$ cat src/rtl/tsc_pkg.sv
// Constants, types and timing for the touch grid auto scanner.
// Assumes a single 200 MHz system clock and a passive 16 x 8 contact grid.
package tsc_pkg;
  localparam int NUM_COLUMNS = 16;
  localparam int NUM_ROWS = 8;
  localparam int COL_W = 4;
  localparam int ROW_W = 3;
  localparam int PIN_W = NUM_ROWS + 2;
  localparam int CLK_MHZ = 200;
  localparam int HIT_PULSE_US = 2000;
  localparam int END_PULSE_US = 4000;
  localparam int DWELL_US = 200;
  localparam int MAX_CYCLE_MS = 64;
  localparam int HIT_CYCLES = HIT_PULSE_US * CLK_MHZ;
  localparam int END_CYCLES = END_PULSE_US * CLK_MHZ;
  localparam int DWELL_CYCLES = DWELL_US * CLK_MHZ;
  localparam int MAX_CYCLE_CYCLES = MAX_CYCLE_MS * 1000 * CLK_MHZ;
  localparam int GRID_SCAN_CYCLES = NUM_COLUMNS * NUM_ROWS * DWELL_CYCLES;
  // Hits that still fit the cycle bound, since each hit pauses the sweep
  localparam int MAX_HITS_IN_BUDGET = (MAX_CYCLE_CYCLES - END_CYCLES - GRID_SCAN_CYCLES) / HIT_CYCLES;
  localparam int TIMER_W = 20;
  localparam int CYCLE_CNT_W = 24;
  localparam int HIT_CNT_W = 8;
  localparam logic [COL_W-1:0] FIRST_COLUMN = 4'h0;
  localparam logic [COL_W-1:0] LAST_COLUMN = 4'hF;
  localparam logic [ROW_W-1:0] LAST_ROW = 3'h7;
  localparam logic [ROW_W-1:0] UPPER_ROW = 3'h0;
  localparam logic [COL_W-1:0] COLUMN_CODE_RST = 4'h0;
  localparam logic [ROW_W-1:0] ROW_CODE_RST = 3'h0;
  localparam logic [NUM_COLUMNS-1:0] COL_DRIVE_OFF = 16'h0000;
  localparam logic [NUM_COLUMNS-1:0] COL_DRIVE_ALL = 16'hFFFF;
  // Request pins rest high, row lines rest low
  localparam logic [PIN_W-1:0] PIN_SYNC_RST = 10'h300;

  typedef enum logic [1:0] {TSC_IDLE, TSC_SCAN, TSC_HIT, TSC_END} tsc_state_e;
endpackage

$ cat src/rtl/tsc_scanner.sv
// Auto-scanning encoder for a 16 column by 8 row contact grid.
// Assumes row lines and request pins are asynchronous; the host samples the outputs.
`timescale 1ns/1ps
`default_nettype none
module tsc_scanner #(
  parameter int HIT_LEN = tsc_pkg::HIT_CYCLES,
  parameter int END_LEN = tsc_pkg::END_CYCLES,
  parameter int DWELL_LEN = tsc_pkg::DWELL_CYCLES
)
(
  input wire logic sys_clk,
  input wire logic srst,
  input wire logic continuous_sweep_req_n,
  input wire logic standbyScanReqN,
  input wire logic [tsc_pkg::NUM_ROWS-1:0] rowSense,
  output logic [tsc_pkg::NUM_COLUMNS-1:0] columnDrive,
  output logic [tsc_pkg::COL_W-1:0] column_code,
  output logic [tsc_pkg::ROW_W-1:0] row_code,
  output logic touchHitN,
  output logic endPulse
);
  import tsc_pkg::*;

  logic [PIN_W-1:0] pinRaw;
  logic [PIN_W-1:0] pinS1_reg, pinS2_reg, pinS3_reg, pinFilt_reg;
  logic contReq, standbyReq, anyRow;
  logic [NUM_ROWS-1:0] rowsFilt;
  tsc_state_e state_reg, stateNext;
  logic [COL_W-1:0] colIdx_reg;
  logic [ROW_W-1:0] rowIdx_reg;
  logic cycleHit_reg;
  logic timerLoad, timerExpired, scanHit, lastPos, advance;
  logic [TIMER_W-1:0] timerValue;
  logic [COL_W-1:0] columnCode_reg;
  logic [ROW_W-1:0] rowCode_reg;
  logic touchHitN_reg, endPulse_reg;
  logic [NUM_COLUMNS-1:0] columnDrive_reg;

  function automatic logic [NUM_COLUMNS-1:0] columnSelect(input logic [COL_W-1:0] col);
    columnSelect = COL_DRIVE_OFF;
    columnSelect[col] = 1'b1;
  endfunction

  // A level change is taken only once stages two and three agree
  assign pinRaw = {continuous_sweep_req_n, standbyScanReqN, rowSense};
  always_ff @(posedge sys_clk)
  begin
    if (srst)
    begin
      pinS1_reg <= PIN_SYNC_RST;
      pinS2_reg <= PIN_SYNC_RST;
      pinS3_reg <= PIN_SYNC_RST;
      pinFilt_reg <= PIN_SYNC_RST;
    end
    else
    begin
      pinS1_reg <= pinRaw;
      pinS2_reg <= pinS1_reg;
      pinS3_reg <= pinS2_reg;
      pinFilt_reg <= (pinS2_reg & ~(pinS2_reg ^ pinS3_reg)) | (pinFilt_reg & (pinS2_reg ^ pinS3_reg));
    end
  end

  assign contReq = ~pinFilt_reg[PIN_W-1];
  assign standbyReq = ~pinFilt_reg[PIN_W-2];
  assign rowsFilt = pinFilt_reg[NUM_ROWS-1:0];
  assign anyRow = |rowsFilt;

  tsc_timer #(
    .WIDTH(TIMER_W)
  ) u_timer (
    .sys_clk(sys_clk),
    .srst(srst),
    .load(timerLoad),
    .loadValue(timerValue),
    .expired(timerExpired)
  );

  // Sweep goes left to right and bottom to top, so the last hit latched is the
  // rightmost column and, within it, the uppermost row
  assign lastPos = (colIdx_reg == LAST_COLUMN) && (rowIdx_reg == UPPER_ROW);

  always_comb
  begin
    stateNext = state_reg;
    timerLoad = 1'b0;
    timerValue = TIMER_W'(DWELL_LEN - 1);
    scanHit = 1'b0;
    case (state_reg)
      TSC_IDLE:
      begin
        if (timerExpired)
        begin
          timerLoad = 1'b1;
          if (contReq || (standbyReq && anyRow))
            stateNext = TSC_SCAN;
        end
      end
      TSC_SCAN:
      begin
        if (timerExpired)
        begin
          timerLoad = 1'b1;
          if (rowsFilt[rowIdx_reg])
          begin
            scanHit = 1'b1;
            stateNext = TSC_HIT;
            timerValue = TIMER_W'(HIT_LEN - 1);
          end
          else if (lastPos)
          begin
            stateNext = TSC_END;
            timerValue = TIMER_W'(END_LEN - 1);
          end
        end
      end
      TSC_HIT:
      begin
        if (timerExpired)
        begin
          timerLoad = 1'b1;
          if (lastPos)
          begin
            stateNext = TSC_END;
            timerValue = TIMER_W'(END_LEN - 1);
          end
          else
            stateNext = TSC_SCAN;
        end
      end
      TSC_END:
      begin
        if (timerExpired)
        begin
          timerLoad = 1'b1;
          // A standby sweep keeps going only while some key was seen
          if (contReq || (standbyReq && cycleHit_reg))
            stateNext = TSC_SCAN;
          else
            stateNext = TSC_IDLE;
        end
      end
      default:
      begin
        stateNext = TSC_IDLE;
        timerLoad = 1'b1;
      end
    endcase
  end

  assign advance = timerExpired && !lastPos && ((state_reg == TSC_SCAN && !scanHit) || state_reg == TSC_HIT);

  always_ff @(posedge sys_clk)
  begin
    if (srst)
      state_reg <= TSC_IDLE;
    else
      state_reg <= stateNext;
  end

  always_ff @(posedge sys_clk)
  begin
    if (srst || state_reg == TSC_IDLE || state_reg == TSC_END)
    begin
      colIdx_reg <= FIRST_COLUMN;
      rowIdx_reg <= LAST_ROW;
    end
    else if (advance)
    begin
      if (rowIdx_reg == UPPER_ROW)
      begin
        colIdx_reg <= colIdx_reg + 1'b1;
        rowIdx_reg <= LAST_ROW;
      end
      else
        rowIdx_reg <= rowIdx_reg - 1'b1;
    end
  end

  always_ff @(posedge sys_clk)
  begin
    if (srst)
      cycleHit_reg <= 1'b0;
    else if (scanHit)
      cycleHit_reg <= 1'b1;
    else if (state_reg == TSC_END && timerExpired)
      cycleHit_reg <= 1'b0;
  end

  // Position is only ever overwritten by a new hit
  always_ff @(posedge sys_clk)
  begin
    if (srst)
    begin
      columnCode_reg <= COLUMN_CODE_RST;
      rowCode_reg <= ROW_CODE_RST;
    end
    else if (scanHit)
    begin
      columnCode_reg <= colIdx_reg;
      rowCode_reg <= rowIdx_reg;
    end
  end

  always_ff @(posedge sys_clk)
  begin
    if (srst)
    begin
      touchHitN_reg <= 1'b1;
      endPulse_reg <= 1'b0;
    end
    else
    begin
      touchHitN_reg <= (stateNext != TSC_HIT);
      endPulse_reg <= (stateNext == TSC_END);
    end
  end

  // Column drive lags the index by one cycle, far inside the dwell time
  always_ff @(posedge sys_clk)
  begin
    if (srst)
      columnDrive_reg <= COL_DRIVE_OFF;
    else if (state_reg == TSC_SCAN || state_reg == TSC_HIT)
      columnDrive_reg <= columnSelect(colIdx_reg);
    else if (state_reg == TSC_IDLE && standbyReq)
      columnDrive_reg <= COL_DRIVE_ALL;
    else
      columnDrive_reg <= COL_DRIVE_OFF;
  end

  assign column_code = columnCode_reg;
  assign row_code = rowCode_reg;
  assign touchHitN = touchHitN_reg;
  assign endPulse = endPulse_reg;
  assign columnDrive = columnDrive_reg;

  // Helper counters for checking long pulse and cycle lengths
  logic [TIMER_W:0] hitWidth_reg, endWidth_reg;
  logic [CYCLE_CNT_W-1:0] cycleLen_reg;
  logic [HIT_CNT_W-1:0] hitCount_reg;
  always_ff @(posedge sys_clk)
  begin
    if (srst)
    begin
      hitWidth_reg <= '0;
      endWidth_reg <= '0;
      cycleLen_reg <= '0;
      hitCount_reg <= '0;
    end
    else
    begin
      hitWidth_reg <= touchHitN_reg ? '0 : hitWidth_reg + 1'b1;
      endWidth_reg <= endPulse_reg ? endWidth_reg + 1'b1 : '0;
      cycleLen_reg <= (state_reg == TSC_IDLE || (state_reg == TSC_END && timerExpired)) ? '0 : cycleLen_reg + 1'b1;
      if (state_reg == TSC_IDLE || (state_reg == TSC_END && timerExpired))
        hitCount_reg <= '0;
      else if (scanHit && hitCount_reg != '1)
        hitCount_reg <= hitCount_reg + 1'b1;
    end
  end
endmodule // tsc_scanner
`default_nettype wire

$ cat src/rtl/tsc_timer.sv
// Load-and-count-down timer used for dwell and pulse lengths.
// Assumes the caller loads length minus one; expired is high at zero.
`timescale 1ns/1ps
`default_nettype none
module tsc_timer #(
  parameter int WIDTH = tsc_pkg::TIMER_W
)
(
  input wire logic sys_clk,
  input wire logic srst,
  input wire logic load,
  input wire logic [WIDTH-1:0] loadValue,
  output logic expired
);
  logic [WIDTH-1:0] count_reg;

  always_ff @(posedge sys_clk)
  begin
    if (srst)
      count_reg <= '0;
    else if (load)
      count_reg <= loadValue;
    else if (count_reg != '0)
      count_reg <= count_reg - 1'b1;
  end

  assign expired = (count_reg == '0);
endmodule // tsc_timer
`default_nettype wire

$ cat config.mk
export PLATFORM = sky130hd
export DESIGN_NAME = tsc_scanner
export DESIGN_NICKNAME = d
export VERILOG_FILES = /design/src/rtl/tsc_pkg.sv /design/src/rtl/tsc_scanner.sv /design/src/rtl/tsc_timer.sv
export SDC_FILE = /design/constraint.sdc
export NUM_CORES = 1
export LEC_CHECK = 0
export BUFFER_PORTS_ARGS = -buffer_cell sky130_fd_sc_hd__buf_2
export CAP_MARGIN = 15
export CORE_ASPECT_RATIO = 1.1
export CORE_UTILIZATION = 40
export DETAILED_ROUTE_END_ITERATION = 8
export GPL_TIMING_DRIVEN = 0
export SYNTH_ARGS = -nofsm -noshare
export SYNTH_HDL_FRONTEND = slang
export SYNTH_SLANG_ARGS = --single-unit
$ cat constraint.sdc
create_clock -name sys_clk -period 3.4 [get_ports sys_clk]
set_clock_uncertainty 0.15 [all_clocks]
set_input_delay 0.85 -clock sys_clk [delete_from_list [all_inputs] [get_ports sys_clk]]
set_output_delay 0.85 -clock sys_clk [all_outputs]
set_load 0.05 [all_outputs]
==> flow_summary.ini, run 1 <==
[clock_network]
cts_inserted_buffers = 9
cts-hold-fix-buffers = 0
cts_buffer_depth = 2
h-tree-depth = 3
clock_tree_from_tritoncts = yes
resized_after_cts = 0
cts.sink_count = 95
post-cts-setup-buffers = 0
worst_skew_pair.late_latency_ns = 0.36
cts.root.buffer_cell = clkbuf_8
clk_transition_reported_paths_ns = 0.09

[worst_setup_path]
worstPathRequired_ns = 3.47
worst_path_max_fanout = 7
critical_path_class = flop to flop
timing.critical_path.from_type = flop
cp_slowest_stage_delay_ns = 0.34
regToRegSetupSlack_ns = 1.13
critical-path-slowest-cell = dfxtp_1
timing.critical_path.cells = buf_6 > inv_1 > ha_1 > nor2b_1 > and3_1 > nor4_2 > o21ai_1 > o21ai_0 > o311ai_1
worst-endpoint-arrival_ns = 2.34
timing.critical_path.to_type = flop

[pwr]
power.switching_mw = 0.845
static-leakage-power_nw = 1.74
power.combinational.fraction_pct = 24.8
ir_drop_uv = 255
power_frac_clock_pct = 26.1
power_density_nw_per_um2 = 603
seqPwrFrac_pct = 49.1
internal_power_mw = 1.78
power.share.switching_pct = 32.2

[placed_design]
io_buffers = 36
weighted_congestion_at_the_end_of_routability_driven_global_placement = 0.856
hpwl_mm = 5.28

[sta]
fin_hold_ws_ns = 0.268
final_min_period_over_clock_period_pct = 66.8
totalNegativeSetupSlack_ns = 0
hold_viol = 0
fmax_mhz = 440
maxSlewViolCount = 0
report.final.setup_viol = 0
timing.slew.headroom_pct = 65.5
unrepaired_setup_endpoints_after_global_routing = no
finalWorstPathRequiredPeriod_ns = 2.27
max_slew.worst_pin.slew_ns = 0.517

[grt]
met1_usage_pct = 20.6
grt_busiest_layer = met2
overflow = 0
global_route_wire_length_before_repair_mm = 12.9
maximum_number_of_pins_on_one_net_before_global_route_repair = 17
gr-usage-all-layers_pct = 16.4
global_route.usage.met3_pct = 3.35
first_global_vias = 2827
met2_track_usage_gr_pct = 26.4
antenna_found_initial = 0

[synthesis]
synth.cell_area_um2 = 3840
synth.top_cell.area_share_pct = 49.5
synth_cells = 406
synth.distinct_cells = 55
synth-edff-count = 0
synth-warning-count = 0
synth_area_per_cell_um2 = 9.47
post_synth_main_area_contributors = dfxtp_1 (49%), a21oi_1 (5.1%), nor2b_1 (4.9%), ha_1 (3.9%), xnor2_1 (3.4%)
syn_nets = 430
synth_top_area_cell = dfxtp_1
asyncSetResetFlopFracSynth_pct = 0
ys_dominant_reg_cell = dfxtp_1
yosys_register_bits = 95
seq_area_frac_synth_pct = 49.5

[run_status]
run_status = finished, final reports clean

[die]
io_count = 37
rows = 37
floorplan.die.width_um = 95.5
fp.dieArea_um2 = 10000
floorplan.die.height_um = 105
core_region_area_um2 = 9350
initial_utilization_pct = 41.1

[route]
via_cell_ratio = 5.06
detail_route.wirelength_mm = 7.38
dr.first_iter.drc_count = 154
wl_per_cell_um = 12.8
drc = 0
route.vias.total = 2912
ant_nets = 0
drtPass1Iterations = 4

[final_layout]
n_fill_cell = 923
final_layout_size_suffix_gt1_share_pct = 17.9
seqCellArea_um2 = 1900
antennaDiodeCount = 0
multi_input_comb_area_um2 = 1820
most_common_library_cell_in_the_layout_ignoring_fill_and_taps = dfxtp_1
area_delta_synth_final_pct = 13.2
largest_register_ffs = 20
design.final.nets = 477
mostFrequentLayoutCells = dfxtp_1 (95), buf_2 (40), a21oi_1 (39)

[run]
drv.max_cap_violation_count = 0

[hold_path]
hold_wc_path_type = flop to flop
-- stage by stage --
step	cells	setup slack (ns)	instance area (um2)	util (%)	power (mW)
floorplan	406	1.38	3840	-	1.84
CTS	575	1.11	4350	46.5	2.66
global route	575	0.911	4350	46.5	2.79
detailed placement	559	0.972	4170	44.6	1.97
global placement	559	1.04	4170	44.6	1.96
finish	575	1.13	4350	46.5	2.62
-- power groups by stage --
stage | sequential [mW] | clock (mW) | combinational (mW)
2_1_floorplan | 1.30 | 0 | 0.539
3_3_place_gp | 1.31 | 0 | 0.648
3_5_place_dp | 1.32 | 0 | 0.651
4_1_cts | 1.29 | 0.709 | 0.656
5_1_grt | 1.30 | 0.765 | 0.720
6_report | 1.29 | 0.684 | 0.650
-- metal layers --
layer	part of all wire (%)	wire (um)	vias up
li1	-	-	1487
met1	47	3460	1349
met2	48	3530	60
met3	3.0	218	16
met4	2.2	165	0
met5	0	0	-
-- cells by family after synthesis --
family                   count (synthesis)  synth area share, %
XOR/XNOR                                17                 3.87
adder cells (fa/ha/maj)                 12                 3.91
AO/OA/AOI/OAI                           79                 12.1
buffers and inverters                   29                 3.16
multiplexers                            14                 3.81
flip-flops                              95                 49.5
AND/OR/NAND/NOR                        160                 23.6
-- critical path: cells and delay by family (launching register included) --
kind,cells,cell delay [ns]
buffers and inverters,2,0.20
adder cells (fa/ha/maj),1,0.20
flip-flops,1,0.34
AND/OR/NAND/NOR,3,0.72
AO/OA/AOI/OAI,3,0.52
-- worst paths after layout --
path                                     from       endpoint  cells after the start
worst max-delay path            rowIdx_reg[0]  rowIdx_reg[2]                      9
worst max register to register  rowIdx_reg[0]  rowIdx_reg[2]                      9
worst min-delay path             pinS1_reg[8]   pinS2_reg[8]                      1
worst min register to register   pinS1_reg[8]   pinS2_reg[8]                      1
-- final cells by class --
type | count | share of cell area [%]
Sequential cell | 95 | 43.7
Multi-Input combinational cell | 282 | 41.8
Timing Repair Buffer | 36 | 4.14
Tap cell | 117 | 3.36
Clock buffer | 11 | 3.25
Buffer | 18 | 1.84
Clock inverter | 5 | 0.949
Inverter | 11 | 0.949
-- synth_stat cells, drive strengths merged (3+ instances only) --
library cell and instances:
dfxtp 95, a21oi 39, nor2 33, nor2b 30
nand2 29, nand3 22, o21ai 21, xnor2 15
ha 12, mux2i 12, clkbuf 11, inv 11
nor3 11, or2 10, nor4 9, buf 7
nand2b 5, a31oi 3, o31ai 3
Note: power is estimated with default switching activity, not from simulation.
==> run 2: changes to the inputs <==
==> constraint.sdc (replaced) <==
create_clock -name sys_clk -period 2.35 [get_ports sys_clk]
set_clock_uncertainty 0.15 [all_clocks]
set_input_delay 0.5875 -clock sys_clk [delete_from_list [all_inputs] [get_ports sys_clk]]
set_output_delay 0.5875 -clock sys_clk [all_outputs]
set_load 0.05 [all_outputs]
==> flow_summary.ini, run 2 (synthesized netlist as in run 1, its figures left out) <==
[run_status]
run_status = finished, final reports clean

[final_layout]
design.final.nets = 480
antennaDiodeCount = 0
area_delta_synth_final_pct = 14.8
fin_util_pct = 47.2
final_cell_area_excluding_filler_cells_um2 = 4410
largest_register_ffs = 20
final-instance-count-excl-fill = 578
final_layout_size_suffix_gt1_share_pct = 20.0
n_fill_cell = 912
mostFrequentLayoutCells = dfxtp_1 (94), buf_2 (40), a21oi_1 (39)
most_common_library_cell_in_the_layout_ignoring_fill_and_taps = dfxtp_1

[worst_setup_path]
cp_slowest_stage_delay_ns = 0.34
worst-endpoint-arrival_ns = 2.33
timing.critical_path.cells = buf_6 > inv_1 > ha_1 > nor2b_4 > and3_4 > nor4_4 > o21a_1 > and3_4 > mux2i_1
rr_endpoint = colIdx_reg[2]
worstRegToRegCells = 9
crit_buf_inv = 2
regToRegSetupSlack_ns = 0.15
timing.critical_path.from_type = flop
timing.critical_path.to_type = flop
critical_path_class = flop to flop
worst_setup_path_startpoint = rowIdx_reg[0]
critical-path-slowest-cell = dfxtp_2
worstPathRequired_ns = 2.49
timing.critical_path.mode_cell = and3_4
timing.rr.start = rowIdx_reg[0]
worst_path_max_fanout = 7
cp_top_family = simple AND/OR/NAND/NOR gates

[sta]
layout_setup_ws_ns = 0.153
final_min_period_over_clock_period_pct = 93.5
fmax_mhz = 455
finalWorstPathRequiredPeriod_ns = 2.20
timing.slew.headroom_pct = 65.3
max_slew.worst_pin.slew_ns = 0.520
maxSlewViolCount = 0
fin_hold_ws_ns = 0.265
report.final.setup_viol = 0
totalNegativeSetupSlack_ns = 0
unrepaired_setup_endpoints_after_global_routing = yes
hold_viol = 0

[clock_network]
cts_buffer_depth = 2
worst_skew_pair.late_latency_ns = 0.36
cts.sink_count = 95
cts_inserted_buffers = 9
clock_tree_from_tritoncts = yes
h-tree-depth = 3
cts.root.buffer_cell = clkbuf_8
clk_transition_reported_paths_ns = 0.09
cts-hold-fix-buffers = 0

[die]
floorplan.die.width_um = 95.5
rows = 37
core_region_area_um2 = 9350
fp.dieArea_um2 = 10000
floorplan.die.height_um = 105
initial_utilization_pct = 41.1
io_count = 37

[hold_path]
worstHoldEndpoint = pinS1_reg[8]
hold_wc_path_type = primary input to flop
timing.hold.worst.start = standbyScanReqN
worst_hold_stages = 2

[pwr]
post-layout-total-power_mw = 3.81
ir_drop_uv = 370
power_density_nw_per_um2 = 864
static-leakage-power_nw = 1.75

[route]
wl_met2_mm = 3.59
ant_nets = 0
dr.first_iter.drc_count = 160
detailed_route_wirelength_on_metal3_um = 271
drc = 0
via_cell_ratio = 5.05
detail_route.wirelength_mm = 7.41
top_layer_used = met4
route.vias.total = 2920
met1_wire_length_mm = 3.38
drtPass1Iterations = 4
wl_per_cell_um = 12.8

[placed_design]
io_buffers = 36
placement.cell_area_um2 = 4170
hpwl_mm = 5.28
weighted_congestion_at_the_end_of_routability_driven_global_placement = 0.856
post-place-cells = 559
preCtsSetupSlack_ns = 0.0868

[grt]
overflow = 0
antenna_found_initial = 0
first_global_vias = 2827
maximum_number_of_pins_on_one_net_before_global_route_repair = 17
gr-usage-all-layers_pct = 16.4
global_route_wire_length_before_repair_mm = 12.9

[run]
drv.max_cap_violation_count = 0
## run 2: area by class of cell
type                    instances  area (um2)  area share (%)
plain buffers                  18        81.3            1.84
clock buffers                  11         141            3.20
clock inverters                 5        41.3           0.935
inverters                      11        41.3           0.935
multi-input cells             282        1860            42.1
flip-flops and latches         95        1900            43.1
well taps                     117         146            3.32
repair buffers                 39         203            4.59
## run 2: layer usage
metal	track usage [%]	up-vias
li1	-	1493
met1	20.6	1346
met2	26.4	64
met3	3.35	17
met4	7.57	0
met5	0	-
## run 2: timing repair
| item | CTS | global route |
|---|---|---|
| setup buffers | 0 | 3 |
| gates resized for setup | 0 | 10 |
| setup endpoints to repair | 0 | 9 |
## run 2: how the worst max path moves through the flow
| stage | endpoint | slack, ns | depth (start not counted) |
|---|---|---|---|
| finish | colIdx_reg[2] | 0.15 | 9 |
| global route | colIdx_reg[2] | -0.0005 | 9 |
| CTS | rowIdx_reg[2] | 0.06 | 9 |
| floorplan | colIdx_reg[2] | 0.33 | 9 |
| global placement | u_timer.count_reg[13] | 0.11 | 6 |
| detailed placement | rowIdx_reg[2] | 0.09 | 9 |
## run 2: report_power, final
group | total, mW | leakage (nW) | internal (mW) | switching, mW
clock | 0.991 | 0.0861 | 0.422 | 0.570
combinational | 0.954 | 0.893 | 0.419 | 0.535
sequential | 1.87 | 0.774 | 1.74 | 0.128
==> run 3: changes to the inputs <==
--- a/config.mk
+++ b/config.mk
@@ -11,6 +11,7 @@
 export CORE_UTILIZATION = 40
 export DETAILED_ROUTE_END_ITERATION = 8
 export GPL_TIMING_DRIVEN = 0
+export PLACE_DENSITY = 0.59
 export SYNTH_ARGS = -nofsm -noshare
 export SYNTH_HDL_FRONTEND = slang
 export SYNTH_SLANG_ARGS = --single-unit
==> flow_summary.ini, run 3 (synthesized netlist as in run 1, its figures left out) <==
[final_layout]
antennaDiodeCount = 0
final_cell_area_excluding_filler_cells_um2 = 4430
mostFrequentLayoutCells = dfxtp_1 (93), buf_2 (40), a21oi_1 (39)
most_common_library_cell_in_the_layout_ignoring_fill_and_taps = dfxtp_1
largest_register_ffs = 20
seqCellArea_um2 = 1900
n_fill_cell = 916
fin_util_pct = 47.4
design.final.nets = 480
area_delta_synth_final_pct = 15.3
final-instance-count-excl-fill = 578
multi_input_comb_area_um2 = 1880
final_layout_size_suffix_gt1_share_pct = 20.2

[clock_network]
worst_skew_pair.late_latency_ns = 0.35
clock_tree_from_tritoncts = yes
clk_transition_reported_paths_ns = 0.10
cts.sink_count = 95
cts_inserted_buffers = 9
h-tree-depth = 3
cts.root.buffer_cell = clkbuf_8
cts_buffer_depth = 2
cts-hold-fix-buffers = 0

[route]
wl_per_cell_um = 12.9
route.vias.total = 2926
drc = 0
dr.first_iter.drc_count = 151
ant_nets = 0
detail_route.wirelength_mm = 7.46
drtPass1Iterations = 4
via_cell_ratio = 5.06

[grt]
maximum_number_of_pins_on_one_net_before_global_route_repair = 17
overflow = 0
antenna_found_initial = 0
global_route_wire_length_before_repair_mm = 12.6
first_global_vias = 2817
gr-usage-all-layers_pct = 16.1

[worst_setup_path]
critical-path-slowest-cell = or4_4
critical_path_class = flop to flop
worst-endpoint-arrival_ns = 2.38
crit_buf_inv = 2
timing.critical_path.from_type = flop
cp_top_family = simple AND/OR/NAND/NOR gates
cp_slowest_stage_delay_ns = 0.57
timing.critical_path.cells = buf_6 > buf_4 > mux2_4 > o22ai_2 > nand3b_4 > a21oi_1 > or4_4 > o21ai_1
worst_path_max_fanout = 4
regToRegSetupSlack_ns = 0.12
timing.critical_path.to_type = flop
worstPathRequired_ns = 2.49

[placed_design]
post-place-cells = 559
weighted_congestion_at_the_end_of_routability_driven_global_placement = 0.894
placement.cell_area_um2 = 4170
preCtsSetupSlack_ns = 0.0712
io_buffers = 36
hpwl_mm = 5.38

[sta]
totalNegativeSetupSlack_ns = 0
layout_setup_ws_ns = 0.115
timing.slew.headroom_pct = 63.5
unrepaired_setup_endpoints_after_global_routing = yes
finalWorstPathRequiredPeriod_ns = 2.23
maxSlewViolCount = 0
fmax_mhz = 448
final_min_period_over_clock_period_pct = 95.1
fin_hold_ws_ns = 0.267
max_slew.worst_pin.slew_ns = 0.548
hold_viol = 0
report.final.setup_viol = 0

[pwr]
post-layout-total-power_mw = 3.85
ir_drop_uv = 379
power_density_nw_per_um2 = 868
static-leakage-power_nw = 1.74

[die]
floorplan.die.height_um = 105
rows = 37
io_count = 37
core_region_area_um2 = 9350
fp.dieArea_um2 = 10000
floorplan.die.width_um = 95.5
initial_utilization_pct = 41.1

[run_status]
run_status = finished, final reports clean

[hold_path]
hold_wc_path_type = flop to flop

[run]
drv.max_cap_violation_count = 0
## run 3: per-layer routing
layer  global-route usage [%]  up-vias  part of all wire (%)
met5                        0        -                     0
met4                     5.33        0                   1.8
met3                     4.15       14                   2.7
met2                     26.9       49                    49
met1                     19.8     1377                    46
li1                         -     1486                     -
## run 3: worst register-to-register path, stage by stage (launching register included)
cell	delay (ns)
dfxtp_2	0.33
buf_6	0.12
buf_4	0.14
mux2_4	0.30
o22ai_2	0.17
nand3b_4	0.17
a21oi_1	0.13
or4_4	0.57
o21ai_1	0.09
## run 3: timing repair
item	CTS	global route
resized for setup	0	13
endpoints found under the setup margin	0	13
setup buffers	0	3
## run 3: final timing paths
kind / startpoint / endpoint / depth (start not counted)
max: rowIdx_reg[0] / u_timer.count_reg[13] / 8
min: pinS1_reg[8] / pinS2_reg[8] / 1
max reg2reg: rowIdx_reg[0] / u_timer.count_reg[13] / 8
min reg2reg: pinS1_reg[8] / pinS2_reg[8] / 1
## run 3: layout make-up
type                       instances  share of cell area (%)
sequential                        95                    43.0
multi-input combinational        282                    42.3
timing repair buffer              39                    4.57
tap                              117                    3.30
clock buffer                      11                    3.19
buffer                            18                    1.81
clock inverter                     5                   0.931
inverter                          11                   0.931
## run 3: report_power, final
part | internal [mW] | total, mW | leakage [nW] | switching [mW]
registers | 1.74 | 1.87 | 0.773 | 0.131
clock network | 0.421 | 0.995 | 0.0797 | 0.574
logic | 0.427 | 0.982 | 0.891 | 0.555
